## config.mk

```make
export PLATFORM = sky130hd
export DESIGN_NAME = svr_regs
export DESIGN_NICKNAME = d
export VERILOG_FILES = /design/src/hw/svr_pkg.sv /design/src/hw/svr_regs.sv
export SDC_FILE = /design/constraint.sdc
export NUM_CORES = 1
export LEC_CHECK = 0
export BUFFER_PORTS_ARGS = -buffer_cell sky130_fd_sc_hd__buf_2
export CAP_MARGIN = 25
export CORE_MARGIN = 5
export CORE_UTILIZATION = 36
export CTS_CLUSTER_SIZE = 16
export DETAILED_ROUTE_END_ITERATION = 7
export GPL_TIMING_DRIVEN = 0
export HOLD_SLACK_MARGIN = 0.15
export PLACE_DENSITY = 0.64
export SYNTH_ARGS = -nofsm -noshare
export SYNTH_HDL_FRONTEND = slang
export SYNTH_SLANG_ARGS = --single-unit
```

## constraint.sdc

```tcl
create_clock -name CLK -period 1.4 [get_ports CLK]
set_input_delay 0.28 -clock CLK [delete_from_list [all_inputs] [get_ports CLK]]
set_output_delay 0.28 -clock CLK [all_outputs]
set_load 0.05 [all_outputs]
```

## src/hw/svr_pkg.sv

```systemverilog
// package for the spindle / voice-coil control register bank
// assumes a serial port front end that delivers whole 12-bit writes
package svr_pkg;

    // ==========================================================
    // register addresses and widths
    localparam int REG_W = 12;
    localparam int ADDR_W = 4;
    localparam logic [3:0] ADDR_VOICE_COIL = 4'h1;
    localparam logic [3:0] ADDR_SPIN_CTL = 4'h2;
    localparam logic [3:0] ADDR_SYS_CTL_A = 4'h3;

    // ==========================================================
    // reset values
    localparam logic [11:0] RST_VOICE_COIL = 12'h000;
    localparam logic [11:0] RST_SPIN_CTL = 12'h000;
    localparam logic [11:0] RST_SYS_CTL_A = 12'h000;

    // ==========================================================
    // voice-coil register fields
    localparam int VC_MAG_LSB = 0;
    localparam int VC_MAG_W = 10;
    localparam int VC_SIGN_BIT = 10;
    localparam int VC_GAIN_BIT = 11;
    localparam logic [9:0] VC_MAG_FULL = 10'h3ff;

    // ==========================================================
    // spin control fields
    localparam int SP_DAC_LSB = 0;
    localparam int SP_DAC_W = 8;
    localparam int SP_DLY_LSB = 8;
    localparam int SP_DLY_W = 4;
    localparam logic [3:0] SP_DLY_MIN = 4'h1;

    // ==========================================================
    // system control A bit positions
    localparam int CA_SPIN_EN = 0;
    localparam int CA_ACT_EN = 1;
    localparam int CA_SEQ_RST = 2;
    localparam int CA_STEP = 3;
    localparam int CA_AUTO = 4;
    localparam int CA_POLE = 5;
    localparam int CA_DRV_HI = 6;
    localparam int CA_DRV_LO = 7;
    localparam int CA_RETRACT = 8;
    localparam int CA_SPEED = 9;
    localparam int CA_CYCLE = 10;
    localparam int CA_TEST = 11;

    // ==========================================================
    // types
    typedef enum logic [1:0] {
        SVR_SLEEP = 2'b00,
        SVR_PARK = 2'b01,
        SVR_NORMAL = 2'b11,
        SVR_IDLE = 2'b10
    } svr_mode_e;

    typedef enum logic [1:0] {
        SVR_TRISTATE = 2'b00,
        SVR_UNDEFINED = 2'b01,
        SVR_TRIPOLAR = 2'b11,
        SVR_BIPOLAR = 2'b10
    } svr_drive_e;

    typedef struct packed {
        logic valid;
        logic [3:0] addr;
        logic [11:0] data;
    } svr_wr_s;

endpackage

```

## src/hw/svr_regs.sv

```systemverilog
// write-only control registers of the spindle / voice-coil combo
// assumes WR comes from serial logic on CLK, valid only for whole writes
//
// Overview of operation
// - coil DAC magnitude is ten bits, bit 0 least significant
// - bit 10 sets the voice-coil current direction
// - bit 11 picks coarse resistor alone or coarse plus fine
// - negative entries negate; 0x400 saturates to 0x3ff; gain independent
// - spin bits 0-7 set spindle current limit and at-speed preset
// - spin bits 8-11 set commutation delay in 1.875 degree steps
// - bits 0 and 1 enable spindle and actuator, selecting mode
// - bit 2 low resets sequencer and loop; high turns pump off
// - rising bit 3 steps the spindle state machine once
// - bit 4 high selects run mode, low search mode
// - bit 5 high selects 8 poles, low 12 poles
// - bits 6 and 7 select tristate, bipolar or tripolar drive
// - bit 8 high commands actuator retract
// - bit 9 low open loop speed, high internal loop
// - bit 10 high electrical cycle, low mechanical cycle
// - bit 11 low clears test sequence; high enables test pins
// - 00 sleep, actuator only park, spindle only idle, both normal
// - drive code 00 tristate, 01 undefined, 10 bipolar, 11 tripolar
// - during undervoltage registers held cleared except delay held at 1, writes ignored
`timescale 1ns/1ns
module svr_regs #(
    parameter int DATA_W = 12
) (
    // clock and reset
    input wire logic CLK,
    input wire logic RST_B,
    // supply monitor, low while under voltage
    input wire logic UNDERVOLTAGE_FLAG_B,
    // completed serial writes
    input wire svr_pkg::svr_wr_s WR,
    // voice-coil drive
    output logic [9:0] COIL_DAC_MAGNITUDE,
    output logic COIL_CURRENT_SIGN,
    output logic COIL_RANGE_SELECT,
    // spindle drive
    output logic [7:0] SPINDLE_DAC,
    output logic [3:0] COMMUTATION_DELAY,
    // system control
    output svr_pkg::svr_mode_e OPERATING_MODE,
    output logic SPINDLE_ENABLE,
    output logic ACTUATOR_ENABLE,
    output logic SEQUENCER_RESET_B,
    output logic CHARGE_PUMP_OFF,
    output logic STEP_ADVANCE_PULSE,
    output logic AUTO_ADVANCE_SELECT,
    output logic POLE_COUNT_SELECT,
    output svr_pkg::svr_drive_e DRIVE_MODE,
    output logic ACTUATOR_RETRACT,
    output logic CLOSED_LOOP_SPEED,
    output logic CYCLE_BASIS_SELECT,
    output logic TEST_SEQ_CLEAR_B
);

    // ==========================================================
    // elaboration check
    if (DATA_W != svr_pkg::REG_W)
    begin : g_bad_width
        $error("svr_regs: register width must be 12");
    end

    // ==========================================================
    // helpers
    function automatic logic hit(input svr_pkg::svr_wr_s w, input logic [3:0] a);
        hit = w.valid && (w.addr == a);
    endfunction

    function automatic logic [9:0] coil_mag(input logic [11:0] d);
        logic [9:0] raw;
        raw = d[svr_pkg::VC_MAG_LSB +: svr_pkg::VC_MAG_W];
        if (!d[svr_pkg::VC_SIGN_BIT])
        begin
            coil_mag = raw;
        end
        else if (raw == 10'h000)
        begin
            coil_mag = svr_pkg::VC_MAG_FULL;
        end
        else
        begin
            coil_mag = 10'(~raw + 10'h001);
        end
    endfunction

    // ==========================================================
    // undervoltage synchroniser
    logic uv_meta;
    logic uv_ok;

    always_ff @(posedge CLK or negedge RST_B)
    begin
        if (!RST_B)
        begin
            uv_meta <= 1'b0;
            uv_ok <= 1'b0;
        end
        else
        begin
            uv_meta <= UNDERVOLTAGE_FLAG_B;
            uv_ok <= uv_meta;
        end
    end

    // ==========================================================
    // voice-coil register
    always_ff @(posedge CLK or negedge RST_B)
    begin
        if (!RST_B)
        begin
            COIL_DAC_MAGNITUDE <= svr_pkg::RST_VOICE_COIL[9:0];
            COIL_CURRENT_SIGN <= svr_pkg::RST_VOICE_COIL[svr_pkg::VC_SIGN_BIT];
            COIL_RANGE_SELECT <= svr_pkg::RST_VOICE_COIL[svr_pkg::VC_GAIN_BIT];
        end
        else if (!uv_ok)
        begin
            COIL_DAC_MAGNITUDE <= svr_pkg::RST_VOICE_COIL[9:0];
            COIL_CURRENT_SIGN <= svr_pkg::RST_VOICE_COIL[svr_pkg::VC_SIGN_BIT];
            COIL_RANGE_SELECT <= svr_pkg::RST_VOICE_COIL[svr_pkg::VC_GAIN_BIT];
        end
        else if (hit(WR, svr_pkg::ADDR_VOICE_COIL))
        begin
            COIL_DAC_MAGNITUDE <= coil_mag(WR.data);
            COIL_CURRENT_SIGN <= WR.data[svr_pkg::VC_SIGN_BIT];
            COIL_RANGE_SELECT <= WR.data[svr_pkg::VC_GAIN_BIT];
        end
    end

    // ==========================================================
    // spin control register
    always_ff @(posedge CLK or negedge RST_B)
    begin
        if (!RST_B)
        begin
            SPINDLE_DAC <= svr_pkg::RST_SPIN_CTL[7:0];
            COMMUTATION_DELAY <= svr_pkg::SP_DLY_MIN;
        end
        else if (!uv_ok)
        begin
            SPINDLE_DAC <= svr_pkg::RST_SPIN_CTL[7:0];
            COMMUTATION_DELAY <= svr_pkg::SP_DLY_MIN;
        end
        else if (hit(WR, svr_pkg::ADDR_SPIN_CTL))
        begin
            SPINDLE_DAC <= WR.data[svr_pkg::SP_DAC_LSB +: svr_pkg::SP_DAC_W];
            if (WR.data[svr_pkg::SP_DLY_LSB +: svr_pkg::SP_DLY_W] == 4'h0)
            begin
                COMMUTATION_DELAY <= svr_pkg::SP_DLY_MIN;
            end
            else
            begin
                COMMUTATION_DELAY <= WR.data[svr_pkg::SP_DLY_LSB +: svr_pkg::SP_DLY_W];
            end
        end
    end

    // ==========================================================
    // system control A register
    logic step_level;
    logic ctl_hit;
    assign ctl_hit = hit(WR, svr_pkg::ADDR_SYS_CTL_A);

    always_ff @(posedge CLK or negedge RST_B)
    begin
        if (!RST_B)
        begin
            OPERATING_MODE <= svr_pkg::SVR_SLEEP;
            SPINDLE_ENABLE <= 1'b0;
            ACTUATOR_ENABLE <= 1'b0;
            SEQUENCER_RESET_B <= 1'b0;
            CHARGE_PUMP_OFF <= 1'b0;
            step_level <= 1'b0;
            AUTO_ADVANCE_SELECT <= 1'b0;
            POLE_COUNT_SELECT <= 1'b0;
            DRIVE_MODE <= svr_pkg::SVR_TRISTATE;
            ACTUATOR_RETRACT <= 1'b0;
            CLOSED_LOOP_SPEED <= 1'b0;
            CYCLE_BASIS_SELECT <= 1'b0;
            TEST_SEQ_CLEAR_B <= 1'b0;
        end
        else if (!uv_ok)
        begin
            OPERATING_MODE <= svr_pkg::SVR_SLEEP;
            SPINDLE_ENABLE <= 1'b0;
            ACTUATOR_ENABLE <= 1'b0;
            SEQUENCER_RESET_B <= 1'b0;
            CHARGE_PUMP_OFF <= 1'b0;
            step_level <= 1'b0;
            AUTO_ADVANCE_SELECT <= 1'b0;
            POLE_COUNT_SELECT <= 1'b0;
            DRIVE_MODE <= svr_pkg::SVR_TRISTATE;
            ACTUATOR_RETRACT <= 1'b0;
            CLOSED_LOOP_SPEED <= 1'b0;
            CYCLE_BASIS_SELECT <= 1'b0;
            TEST_SEQ_CLEAR_B <= 1'b0;
        end
        else if (ctl_hit)
        begin
            // enables map onto the mode codes directly
            OPERATING_MODE <= svr_pkg::svr_mode_e'({WR.data[svr_pkg::CA_SPIN_EN],
                WR.data[svr_pkg::CA_ACT_EN]});
            SPINDLE_ENABLE <= WR.data[svr_pkg::CA_SPIN_EN];
            ACTUATOR_ENABLE <= WR.data[svr_pkg::CA_ACT_EN];
            SEQUENCER_RESET_B <= WR.data[svr_pkg::CA_SEQ_RST];
            CHARGE_PUMP_OFF <= WR.data[svr_pkg::CA_SEQ_RST];
            step_level <= WR.data[svr_pkg::CA_STEP];
            AUTO_ADVANCE_SELECT <= WR.data[svr_pkg::CA_AUTO];
            POLE_COUNT_SELECT <= WR.data[svr_pkg::CA_POLE];
            DRIVE_MODE <= svr_pkg::svr_drive_e'({WR.data[svr_pkg::CA_DRV_HI],
                WR.data[svr_pkg::CA_DRV_LO]});
            ACTUATOR_RETRACT <= WR.data[svr_pkg::CA_RETRACT];
            CLOSED_LOOP_SPEED <= WR.data[svr_pkg::CA_SPEED];
            CYCLE_BASIS_SELECT <= WR.data[svr_pkg::CA_CYCLE];
            TEST_SEQ_CLEAR_B <= WR.data[svr_pkg::CA_TEST];
        end
    end

    // ==========================================================
    // one-cycle step on a written 0 to 1 of the step bit
    always_ff @(posedge CLK or negedge RST_B)
    begin
        if (!RST_B)
        begin
            STEP_ADVANCE_PULSE <= 1'b0;
        end
        else
        begin
            STEP_ADVANCE_PULSE <= uv_ok && ctl_hit && !step_level
                && WR.data[svr_pkg::CA_STEP];
        end
    end

    // ==========================================================
    // checks
    property p_mag_pos;
        @(posedge CLK) disable iff (!RST_B)
        (uv_ok && hit(WR, svr_pkg::ADDR_VOICE_COIL) && !WR.data[10])
        |=> COIL_DAC_MAGNITUDE == $past(WR.data[9:0]);
    endproperty
    a_mag_pos: assert property (p_mag_pos) else $error("coil magnitude wrong");

    property p_sign;
        @(posedge CLK) disable iff (!RST_B)
        (uv_ok && hit(WR, svr_pkg::ADDR_VOICE_COIL))
        |=> COIL_CURRENT_SIGN == $past(WR.data[10]);
    endproperty
    a_sign: assert property (p_sign) else $error("coil sign wrong");

    property p_gain;
        @(posedge CLK) disable iff (!RST_B)
        (uv_ok && hit(WR, svr_pkg::ADDR_VOICE_COIL))
        |=> COIL_RANGE_SELECT == $past(WR.data[11]);
    endproperty
    a_gain: assert property (p_gain) else $error("coil range wrong");

    property p_mag_neg;
        @(posedge CLK) disable iff (!RST_B)
        (uv_ok && hit(WR, svr_pkg::ADDR_VOICE_COIL) && WR.data[10])
        |=> (COIL_DAC_MAGNITUDE + $past(WR.data[9:0]) == 11'h400)
            || ($past(WR.data[9:0]) == 10'h000 && COIL_DAC_MAGNITUDE == 10'h3ff);
    endproperty
    a_mag_neg: assert property (p_mag_neg) else $error("negative magnitude wrong");

    property p_spin_dac;
        @(posedge CLK) disable iff (!RST_B)
        (uv_ok && hit(WR, svr_pkg::ADDR_SPIN_CTL))
        |=> SPINDLE_DAC == $past(WR.data[7:0]);
    endproperty
    a_spin_dac: assert property (p_spin_dac) else $error("spindle dac wrong");

    property p_delay;
        @(posedge CLK) disable iff (!RST_B)
        (uv_ok && hit(WR, svr_pkg::ADDR_SPIN_CTL))
        |=> COMMUTATION_DELAY != 4'h0
            && (COMMUTATION_DELAY == $past(WR.data[11:8]) || $past(WR.data[11:8]) == 4'h0);
    endproperty
    a_delay: assert property (p_delay) else $error("commutation delay wrong");

    property p_mode;
        @(posedge CLK) disable iff (!RST_B)
        1'b1 |-> (OPERATING_MODE == svr_pkg::SVR_NORMAL) == (SPINDLE_ENABLE && ACTUATOR_ENABLE)
            && (OPERATING_MODE == svr_pkg::SVR_PARK) == (!SPINDLE_ENABLE && ACTUATOR_ENABLE);
    endproperty
    a_mode: assert property (p_mode) else $error("mode disagrees with enables");

    property p_step;
        @(posedge CLK) disable iff (!RST_B)
        (uv_ok && ctl_hit && !step_level && WR.data[3])
        |=> STEP_ADVANCE_PULSE ##1 (!STEP_ADVANCE_PULSE || $past(ctl_hit));
    endproperty
    a_step: assert property (p_step) else $error("step pulse wrong");

    property p_drive;
        @(posedge CLK) disable iff (!RST_B)
        (uv_ok && ctl_hit && WR.data[7:6] == 2'b01)
        |=> DRIVE_MODE == svr_pkg::SVR_BIPOLAR;
    endproperty
    a_drive: assert property (p_drive) else $error("drive mode wrong");

    property p_uv;
        @(posedge CLK) disable iff (!RST_B)
        !uv_ok |=> COIL_DAC_MAGNITUDE == 10'h000 && SPINDLE_DAC == 8'h00
            && !SEQUENCER_RESET_B && !STEP_ADVANCE_PULSE;
    endproperty
    a_uv: assert property (p_uv) else $error("write took effect under voltage");

    property p_hold;
        @(posedge CLK) disable iff (!RST_B)
        (uv_ok && !hit(WR, svr_pkg::ADDR_SPIN_CTL))
        |=> $stable(SPINDLE_DAC) && $stable(COMMUTATION_DELAY);
    endproperty
    a_hold: assert property (p_hold) else $error("spin register changed unwritten");

endmodule

```

==> impl_metrics.json, run 1 <==
{
  "multi_input_area_sq_um": 842,
  "criticalPathCategory": "flip-flop to output port",
  "yosys.area_share.adder_pct": 0.652,
  "cts_made_buffers": 5,
  "final_cells": 308,
  "synth.most_common_cell": "dfrtp_1",
  "antenna_cells": 0,
  "die_y_um": 83.0,
  "hold_path_depth": 3,
  "synth_top_family_by_area": "simple AND/OR/NAND/NOR gates",
  "power.leakage_nw": 1.28,
  "syn_area_sq_um": 1920,
  "maxCapViolCount": 0,
  "r2r_start": "uv_ok",
  "r2r_end": "COIL_DAC_MAGNITUDE[9]",
  "ant_nets": 0,
  "core_sq_um": 5140,
  "fin_nets": 258,
  "seq_area_sq_um": 977,
  "synth_top_flop_cell": "dfrtp_1",
  "combPwrFrac_pct": 12.6,
  "r2r_cells": 4,
  "drc": 0,
  "insertion_delay_ns": 0.30,
  "grt-ovfl-total": 0,
  "h-tree-depth": 2,
  "drt_iter0_drc": 36,
  "synth_edf_count": 0,
  "hpwl_um": 3230,
  "synth_area_leaders": "dfrtp_1 50%, mux2i_1 13%, nor2b_1 8.5%, a21oi_1 2.1%, a21o_1 1.6%",
  "synth-xor-area-share_pct": 1.83,
  "grt_max_degree": 40,
  "portBuffers": 55,
  "synth_top_area_share_pct": 49.6,
  "grt.total_usage_pct": 13.3,
  "vias": 1452,
  "die_x_um": 83.0,
  "start_util_pct": 37.3,
  "path_delay_family": "flip-flops",
  "num_rows": 26,
  "synth_warnings": 0,
  "path_clk_slew_ns": 0.08,
  "drive_gt1_share_pct": 34.5,
  "finalWirelength_um": 4390,
  "power_switching_w": 0.000606,
  "max_freq_ghz": 0.747,
  "synth_cell_types": 37,
  "nFillCells": 522,
  "crit_path_start_kind": "flip-flop",
  "dieArea_sq_um": 6890,
  "cts_tree": "yes",
  "syn_to_final_growth_pct": 25.2,
  "seq_power_share_pct": 52.6,
  "synthSimpleGateAreaFrac_pct": 18.5,
  "ios": 59,
  "rsz0062_at_grt": "false",
  "post_drt_via_cell_ratio": 4.71,
  "grt_pass1_wl_um": 7420,
  "post-route-period-util_pct": 95.7,
  "synth_compound_area_share_pct": 9.92,
  "holdPathEnd": "STEP_ADVANCE_PULSE",
  "antenna_found_initial": 0,
  "ys_ff_latch": 39,
  "avgRoutedWirePerCell_um": 14.3,
  "synth_cells": 174,
  "cts_buffer_depth": 2,
  "clockPowerShare_pct": 34.8,
  "ys_async_sr_fraction_pct": 100,
  "power_density_nw_per_um2": 912,
  "period_needed_ns": 1.34,
  "slew_viol_final": 0,
  "hold_path_class": "primary input to flip-flop",
  "cts.root.buffer_cell": "clkbuf_8",
  "hold_path.startpoint": "WR[3]",
  "ys_top_cells_by_count": "38 x dfrtp_1, 26 x nor2b_1, 24 x mux2i_1, 8 x a21oi_1, 7 x nand2_1",
  "setup_viol": 0,
  "crit_buf_inv": 1,
  "first_global_vias": 1521,
  "status": "completed",
  "slew_headroom_pct": 64.3,
  "crit_required_ns": 1.12,
  "globalplace.congestion": 0.726,
  "finClkSkew_ns": 0.00554,
  "ys_seq_area_share_pct": 50.9,
  "cp_slowest_stage_delay_ns": 0.54,
  "crit_fanout": 2,
  "arrival_ns": 1.06,
  "rrSetupSlack_ns": 0.12,
  "slowest_stage": "dfstp_2",
  "synth_area_per_cell_sq_um": 11.0,
  "peakVddDrop_v": 0.000546,
  "end_kind": "output port",
  "tns_ns": 0,
  "crit_chain": "clkbuf_4",
  "syn-num-nets": 195,
  "worst_pin_slew_ns": 0.536,
  "final_hold_viol_count": 0,
  "p_int_w": 0.00159,
  "netlist.top_cell.by_area": "dfrtp_1",
  "dr.pass1.iters": 4,
  "numPlacedInstances": 299,
  "cts_sinks": 39,
  "synth_mux_area_share_pct": 12.5,
  "switching_share_pct": 27.6
}
## power by group through the flow
stage	clock, W	sequential, W	combinational, W
final	0.000762	0.00115	0.000277
after CTS	0.000787	0.00115	0.000279
after detailed placement	0	0.00117	0.000279
after floorplan	0	0.00122	0.000125
after global placement	0	0.00117	0.000276
after global routing	0.000845	0.00115	0.000306
## timing repair
| item | CTS | global route |
|---|---|---|
| hold endpoints to repair | 39 | 0 |
| pin swaps | 0 | 0 |
| setup buffers | 0 | 0 |
| hold buffers | 2 | 0 |
| gates resized for setup | 1 | 4 |
| setup endpoints to repair | 10 | 27 |
## registers in the layout, summed over array words and instances, names as in the netlist, 2 cells and up
| signal | flops |
|---|---|
| OPERATING_MODE | 2 |
| SPINDLE_DAC | 8 |
| COMMUTATION_DELAY | 4 |
| COIL_DAC_MAGNITUDE | 10 |
| DRIVE_MODE | 2 |
## layer usage
layer	vias to the layer above	GRT usage, %	part of all wire (%)
li1	728	-	-
met1	682	15.8	44
met2	35	22.0	48
met3	7	4.55	6.1
met4	0	5.35	1.7
met5	-	0	0
## worst register-to-register path, delay by kind of cell, from the launching register on
family / cells / cell delay [ns]
AOI/OAI and AO/OA: 2 / 0.35
buffers and inverters: 1 / 0.26
DFF: 1 / 0.50
and+or+nand+nor: 1 / 0.08
## logic make-up after synthesis
logic type      count (synthesis)
flops                          39
buf+inv                        19
mux                            24
compound gates                 30
simple gates                   57
fa+ha+maj                       1
xor+xnor                        4
## stage by stage
step	instance area, sq um	total power, W	setup slack [ns]	util [%]	hold slack (ns)
2_1_floorplan	1930	0.00134	0.0204	-	-0.0156
3_3_place_gp	2290	0.00145	-0.202	44.5	0.335
3_5_place_dp	2290	0.00145	-0.216	44.5	0.345
4_1_cts	2390	0.00222	0.0144	46.6	0.215
5_1_grt	2400	0.00231	0.0146	46.7	0.232
6_report	2400	0.00219	0.0606	46.7	0.224
## cells in the final DEF (no fill, tap or decap), drive strengths merged, types with 5 or more instances in the layout
master,netlist,final
nand2,7,7
a21oi,9,9
nor2b,27,27
buf,10,63
mux2i,24,24
clkbuf,5,11
o21ai,6,6
dfrtp,38,38
nor3b,5,5
nor3,6,6
## how the worst max path moves through the flow
stage                              start                     to  slack, ns  cells past startpoint
floorplan                          WR[0]  COIL_DAC_MAGNITUDE[6]       0.02                      6
global route                      WR[15]      OPERATING_MODE[1]       0.01                      6
finish              COMMUTATION_DELAY[0]   COMMUTATION_DELAY[0]       0.06                      1
CTS                 COMMUTATION_DELAY[0]   COMMUTATION_DELAY[0]       0.01                      1
detailed placement                 WR[0]  COIL_DAC_MAGNITUDE[6]      -0.22                      7
global placement                   WR[0]  COIL_DAC_MAGNITUDE[6]      -0.20                      7
## cell type report
type / count / share of cell area, %
sequential: 39 / 40.7
multi-input combinational: 116 / 35.1
timing repair buffer: 57 / 12.5
buffer: 14 / 3.75
tap: 70 / 3.65
clock buffer: 5 / 2.87
clock inverter: 3 / 0.834
inverter: 4 / 0.625
Power figures use the tool's default switching activity.
==> inputs of run 2 (changes only) <==
--- a/config.mk
+++ b/config.mk
@@ -7,13 +7,15 @@
 export LEC_CHECK = 0
 export BUFFER_PORTS_ARGS = -buffer_cell sky130_fd_sc_hd__buf_2
 export CAP_MARGIN = 25
+export CELL_PAD_IN_SITES_DETAIL_PLACEMENT = 0
+export CELL_PAD_IN_SITES_GLOBAL_PLACEMENT = 2
 export CORE_MARGIN = 5
-export CORE_UTILIZATION = 36
+export CORE_UTILIZATION = 31
 export CTS_CLUSTER_SIZE = 16
 export DETAILED_ROUTE_END_ITERATION = 7
 export GPL_TIMING_DRIVEN = 0
 export HOLD_SLACK_MARGIN = 0.15
-export PLACE_DENSITY = 0.64
+export PLACE_DENSITY = 0.84
 export SYNTH_ARGS = -nofsm -noshare
 export SYNTH_HDL_FRONTEND = slang
 export SYNTH_SLANG_ARGS = --single-unit
==> run 2 against run 1 <==
Against the previous run: fmax grew 1.3%; register-to-register slack is essentially flat; utilization decreased by 5.9 points; non-clock buffer count unchanged; wire length increased by 3.8%; critical path type unchanged; highest routed layer unchanged.
==> impl_metrics.json, run 2 (same netlist as run 1, synthesis figures left out) <==
{
  "status": "completed",
  "post-route-period-util_pct": 94.5,
  "cts.root.buffer_cell": "clkbuf_8",
  "syn_to_final_growth_pct": 26.6,
  "crit_chain": "clkbuf_4",
  "crit_required_ns": 1.12,
  "power.leakage_nw": 1.29,
  "portBuffers": 55,
  "rsz0062_at_grt": "false",
  "cts_tree": "yes",
  "slew_headroom_pct": 63.5,
  "grt.total_usage_pct": 12.5,
  "peakVddDrop_v": 0.000453,
  "h-tree-depth": 2,
  "cts_sinks": 39,
  "layout_commonest_cell": "buf_2",
  "antenna_cells": 0,
  "cts_made_buffers": 5,
  "antenna_found_initial": 0,
  "ios": 59,
  "crit_path_start_kind": "flip-flop",
  "die_x_um": 88.7,
  "top_regs": "COIL_DAC_MAGNITUDE x10, SPINDLE_DAC x8, COMMUTATION_DELAY x4",
  "setup_viol": 0,
  "top_register": "COIL_DAC_MAGNITUDE",
  "end_kind": "output port",
  "num_rows": 28,
  "globalplace.congestion": 0.679,
  "worst_slack_ns": 0.0774,
  "wl_met1_um": 2160,
  "path_delay_family": "flip-flops",
  "path_clk_slew_ns": 0.08,
  "vias": 1428,
  "drive_gt1_share_pct": 34.0,
  "finClkSkew_ns": 0.00353,
  "top_layer": "met4",
  "finalWirelength_um": 4560,
  "final_hold_viol_count": 0,
  "die_y_um": 88.7,
  "insertion_delay_ns": 0.29,
  "max_freq_ghz": 0.756,
  "final_cells": 313,
  "drc": 0,
  "cts_buffer_depth": 2,
  "slew_viol_final": 0,
  "hold_ws_ns": 0.227,
  "grt_pass1_wl_um": 7560,
  "start_util_pct": 32.2,
  "maxCapViolCount": 0,
  "dr.pass1.iters": 4,
  "ant_nets": 0,
  "first_global_vias": 1479,
  "core_sq_um": 5960,
  "dieArea_sq_um": 7860,
  "slowest_stage": "dfstp_2",
  "hpwl_um": 3350,
  "worst_pin_slew_ns": 0.547,
  "crit_fanout": 2,
  "cp_slowest_stage_delay_ns": 0.53,
  "grt-ovfl-total": 0,
  "drt_iter0_drc": 44,
  "wl_met3_um": 244,
  "final_cell_mix": "57 x buf_2, 37 x dfrtp_1, 26 x nor2b_1",
  "crit_buf_inv": 1,
  "wl_met2_um": 2110,
  "post_drt_via_cell_ratio": 4.56,
  "final_area_sq_um": 2430,
  "placed_area_sq_um": 2300,
  "grt_max_degree": 40,
  "largest_reg_flops": 10,
  "arrival_ns": 1.04,
  "numPlacedInstances": 304,
  "hold_path_class": "primary input to flip-flop",
  "dp_worst_setup_slack_ns": -0.215,
  "period_needed_ns": 1.32,
  "criticalPathCategory": "flip-flop to output port",
  "power_density_nw_per_um2": 978,
  "fin_nets": 258,
  "avgRoutedWirePerCell_um": 14.6
}
## run 2: cell types whose count changed in the layout (fill, tap and decap cells not counted)
cell,before,now
clkbuf_2,2,1
clkbuf_1,2,4
clkinvlp_4,2,1
dfrtp_2,0,1
dfrtp_1,38,37
clkinv_2,1,0
bufinv_16,0,1
## run 2: per-layer routing
metal	vias up	global-route usage, %
met5	-	0
met4	0	3.71
met3	6	3.26
met2	31	19.9
met1	666	16.8
li1	725	-
## run 2: through the flow
stage               TNS (ns)  utilization [%]  total power (W)
floorplan                  0                -          0.00134
global placement       -4.05             38.6          0.00145
detailed placement     -4.10             38.6          0.00145
CTS                        0             40.7          0.00241
global route               0             40.8          0.00249
finish                     0             40.8          0.00237
## run 2: timing repair
item | 4_1_cts | 5_1_grt
buffers inserted | 0 | 0
hold buffers | 2 | 0
resized for setup | 1 | 3
endpoints found under the hold margin | 39 | 0
setup endpoints to repair | 10 | 14
## run 2: final timing paths
path | from | end | slack, ns | cells after the start
setup / recovery | COMMUTATION_DELAY[0] | COMMUTATION_DELAY[0] | 0.08 | 1
hold reg to reg | uv_meta | uv_ok | 0.35 | 0
min in group asynchronous | RST_B | COIL_DAC_MAGNITUDE[6] | 0.53 | 2
hold / removal | WR[3] | STEP_ADVANCE_PULSE | 0.23 | 3
max in group asynchronous | RST_B | uv_ok | 0.47 | 2
setup reg to reg | uv_ok | COIL_DAC_MAGNITUDE[0] | 0.13 | 4
## run 2: where the power goes
| part | switching, W | internal, W | leakage (nW) |
|---|---|---|---|
| Combinational | 0.000180 | 0.0000965 | 0.700 |
| Sequential | 0.0000105 | 0.00114 | 0.534 |
| Clock | 0.000413 | 0.000532 | 0.0514 |
| Total | 0.000604 | 0.00177 | 1.29 |
## run 2: area by class of cell
cell class                 instances  area (sq um)
inverter                           4          15.0
tap                               75          93.8
multi-input combinational        116           842
sequential                        39           978
buffer                            14          88.8
clock inverter                     2          37.5
fill                             616          3530
timing repair buffer              57           300
clock buffer                       6          72.6
==> inputs of run 3 (changes only) <==
--- a/config.mk
+++ b/config.mk
@@ -15,6 +15,7 @@
 export DETAILED_ROUTE_END_ITERATION = 7
 export GPL_TIMING_DRIVEN = 0
 export HOLD_SLACK_MARGIN = 0.15
+export MAX_ROUTING_LAYER = met4
 export PLACE_DENSITY = 0.84
 export SYNTH_ARGS = -nofsm -noshare
 export SYNTH_HDL_FRONTEND = slang
==> run 3 against run 2 <==
Against the previous run: clock power hardly changed; fmax is 0.47% lower; cell area stayed put; global-route usage is 0.39 points higher; clock-buffer cell count stayed put; utilization stayed put; clock skew is 0.0013 ns higher; total power hardly changed; flip-flop and latch count stayed put; hold slack better by 0.0038 ns; sequential share of layout area stayed put; critical path depth stayed put; largest cell class unchanged; highest routed layer unchanged.
==> impl_metrics.json, run 3 (same netlist as run 1, synthesis figures left out) <==
{
  "finalWirelength_um": 4570,
  "slowest_stage": "dfstp_2",
  "grt_pass1_wl_um": 7550,
  "syn_to_final_growth_pct": 26.6,
  "path_clk_slew_ns": 0.08,
  "grt-ovfl-total": 0,
  "globalplace.congestion": 0.686,
  "grt_max_degree": 40,
  "slew_viol_final": 0,
  "arrival_ns": 1.05,
  "insertion_delay_ns": 0.29,
  "fin_nets": 258,
  "multi_input_area_sq_um": 842,
  "num_rows": 28,
  "worst_pin_slew_ns": 0.550,
  "grt.total_usage_pct": 12.9,
  "cts_buffer_depth": 2,
  "power_switching_w": 0.000605,
  "start_util_pct": 32.2,
  "antenna_cells": 0,
  "peakVddDrop_v": 0.000459,
  "layout_commonest_cell": "buf_2",
  "portBuffers": 55,
  "startpoint": "COMMUTATION_DELAY[0]",
  "finClkSkew_ns": 0.00485,
  "end_kind": "output port",
  "cts_tree": "yes",
  "switching_share_pct": 25.5,
  "combPwrFrac_pct": 11.7,
  "hold_path.startpoint": "WR[3]",
  "cts_made_buffers": 5,
  "hold_path_class": "primary input to flip-flop",
  "criticalPathCategory": "flip-flop to output port",
  "avgRoutedWirePerCell_um": 14.6,
  "dr.pass1.iters": 4,
  "top_register": "COIL_DAC_MAGNITUDE",
  "largest_reg_flops": 10,
  "crit_path_start_kind": "flip-flop",
  "dp_worst_setup_slack_ns": -0.215,
  "crit_buf_inv": 1,
  "ios": 59,
  "status": "completed",
  "drc": 0,
  "top_regs": "COIL_DAC_MAGNITUDE x10, SPINDLE_DAC x8, COMMUTATION_DELAY x4",
  "post-route-period-util_pct": 94.9,
  "crit_required_ns": 1.12,
  "seq_power_share_pct": 48.5,
  "setup_viol": 0,
  "cts.root.buffer_cell": "clkbuf_8",
  "worst_slack_ns": 0.0712,
  "vias": 1435,
  "die_x_um": 88.7,
  "die_y_um": 88.7,
  "antenna_found_initial": 0,
  "first_global_vias": 1477,
  "power_density_nw_per_um2": 978,
  "final_hold_viol_count": 0,
  "max_freq_ghz": 0.753,
  "slew_headroom_pct": 63.3,
  "power.leakage_nw": 1.29,
  "nFillCells": 616,
  "drive_gt1_share_pct": 34.0,
  "hpwl_um": 3350,
  "dieArea_sq_um": 7860,
  "maxCapViolCount": 0,
  "period_needed_ns": 1.33,
  "hold_ws_ns": 0.231,
  "crit_fanout": 2,
  "rsz0062_at_grt": "false",
  "clockPowerShare_pct": 39.8,
  "p_int_w": 0.00177,
  "r2r_start": "uv_ok",
  "final_cell_mix": "57 x buf_2, 37 x dfrtp_1, 26 x nor2b_1",
  "cts_sinks": 39,
  "drt_iter0_drc": 39,
  "h-tree-depth": 2,
  "path_delay_family": "flip-flops",
  "crit_chain": "clkbuf_4",
  "post_drt_via_cell_ratio": 4.58,
  "seq_area_sq_um": 978,
  "ant_nets": 0,
  "cp_slowest_stage_delay_ns": 0.53,
  "core_sq_um": 5960
}
## run 3: cell counts in the layout (fill, tap and decap cells not counted)
Identical to the previous run, type by type.
## run 3: area by class of cell
class                           count  share of cell area (%)
Sequential cell                    39                    40.3
Multi-Input combinational cell    116                    34.7
Timing Repair Buffer               57                    12.4
Tap cell                           75                    3.86
Buffer                             14                    3.66
Clock buffer                        6                    2.99
Clock inverter                      2                    1.55
Inverter                            4                   0.618
## run 3: worst paths after layout
check,slack (ns),end,cells past startpoint
min reg2reg,0.35,uv_ok,0
min in group asynchronous,0.54,COIL_DAC_MAGNITUDE[6],2
max reg2reg,0.12,COIL_DAC_MAGNITUDE[0],4
max,0.07,COMMUTATION_DELAY[0],1
min,0.23,STEP_ADVANCE_PULSE,3
max in group asynchronous,0.47,uv_ok,2
## run 3: through the flow
stage / area (sq um) / instances / power, W / TNS, ns / util, %
after floorplan: 1930 / 174 / 0.00134 / 0 / -
after global placement: 2300 / 304 / 0.00145 / -4.05 / 38.6
after detailed placement: 2300 / 304 / 0.00145 / -4.10 / 38.6
after CTS: 2420 / 313 / 0.00241 / 0 / 40.7
after global routing: 2430 / 313 / 0.00249 / 0 / 40.8
final: 2430 / 313 / 0.00238 / 0 / 40.8
## run 3: timing repair
item                                   4_1_cts  5_1_grt
buffers inserted                             0        0
cloned                                       0        0
hold buffers                                 2        0
gates resized for setup                      1        3
endpoints found under the hold margin       39        0
setup endpoints to repair                   10       35
## run 3: power by group through the flow
stage,sequential (W),combinational [W],clock (W)
5_1_grt,0.00116,0.000306,0.00103
2_1_floorplan,0.00122,0.000125,0
3_3_place_gp,0.00117,0.000279,0
3_5_place_dp,0.00117,0.000280,0
4_1_cts,0.00115,0.000282,0.000975
6_report,0.00115,0.000277,0.000946
## run 3: per-layer routing
layer | GRT usage, % | wire, um
met2 | 20.0 | 2150
met3 | 3.07 | 235
met4 | 3.71 | 48
met1 | 16.9 | 2140
met5 | - | 0
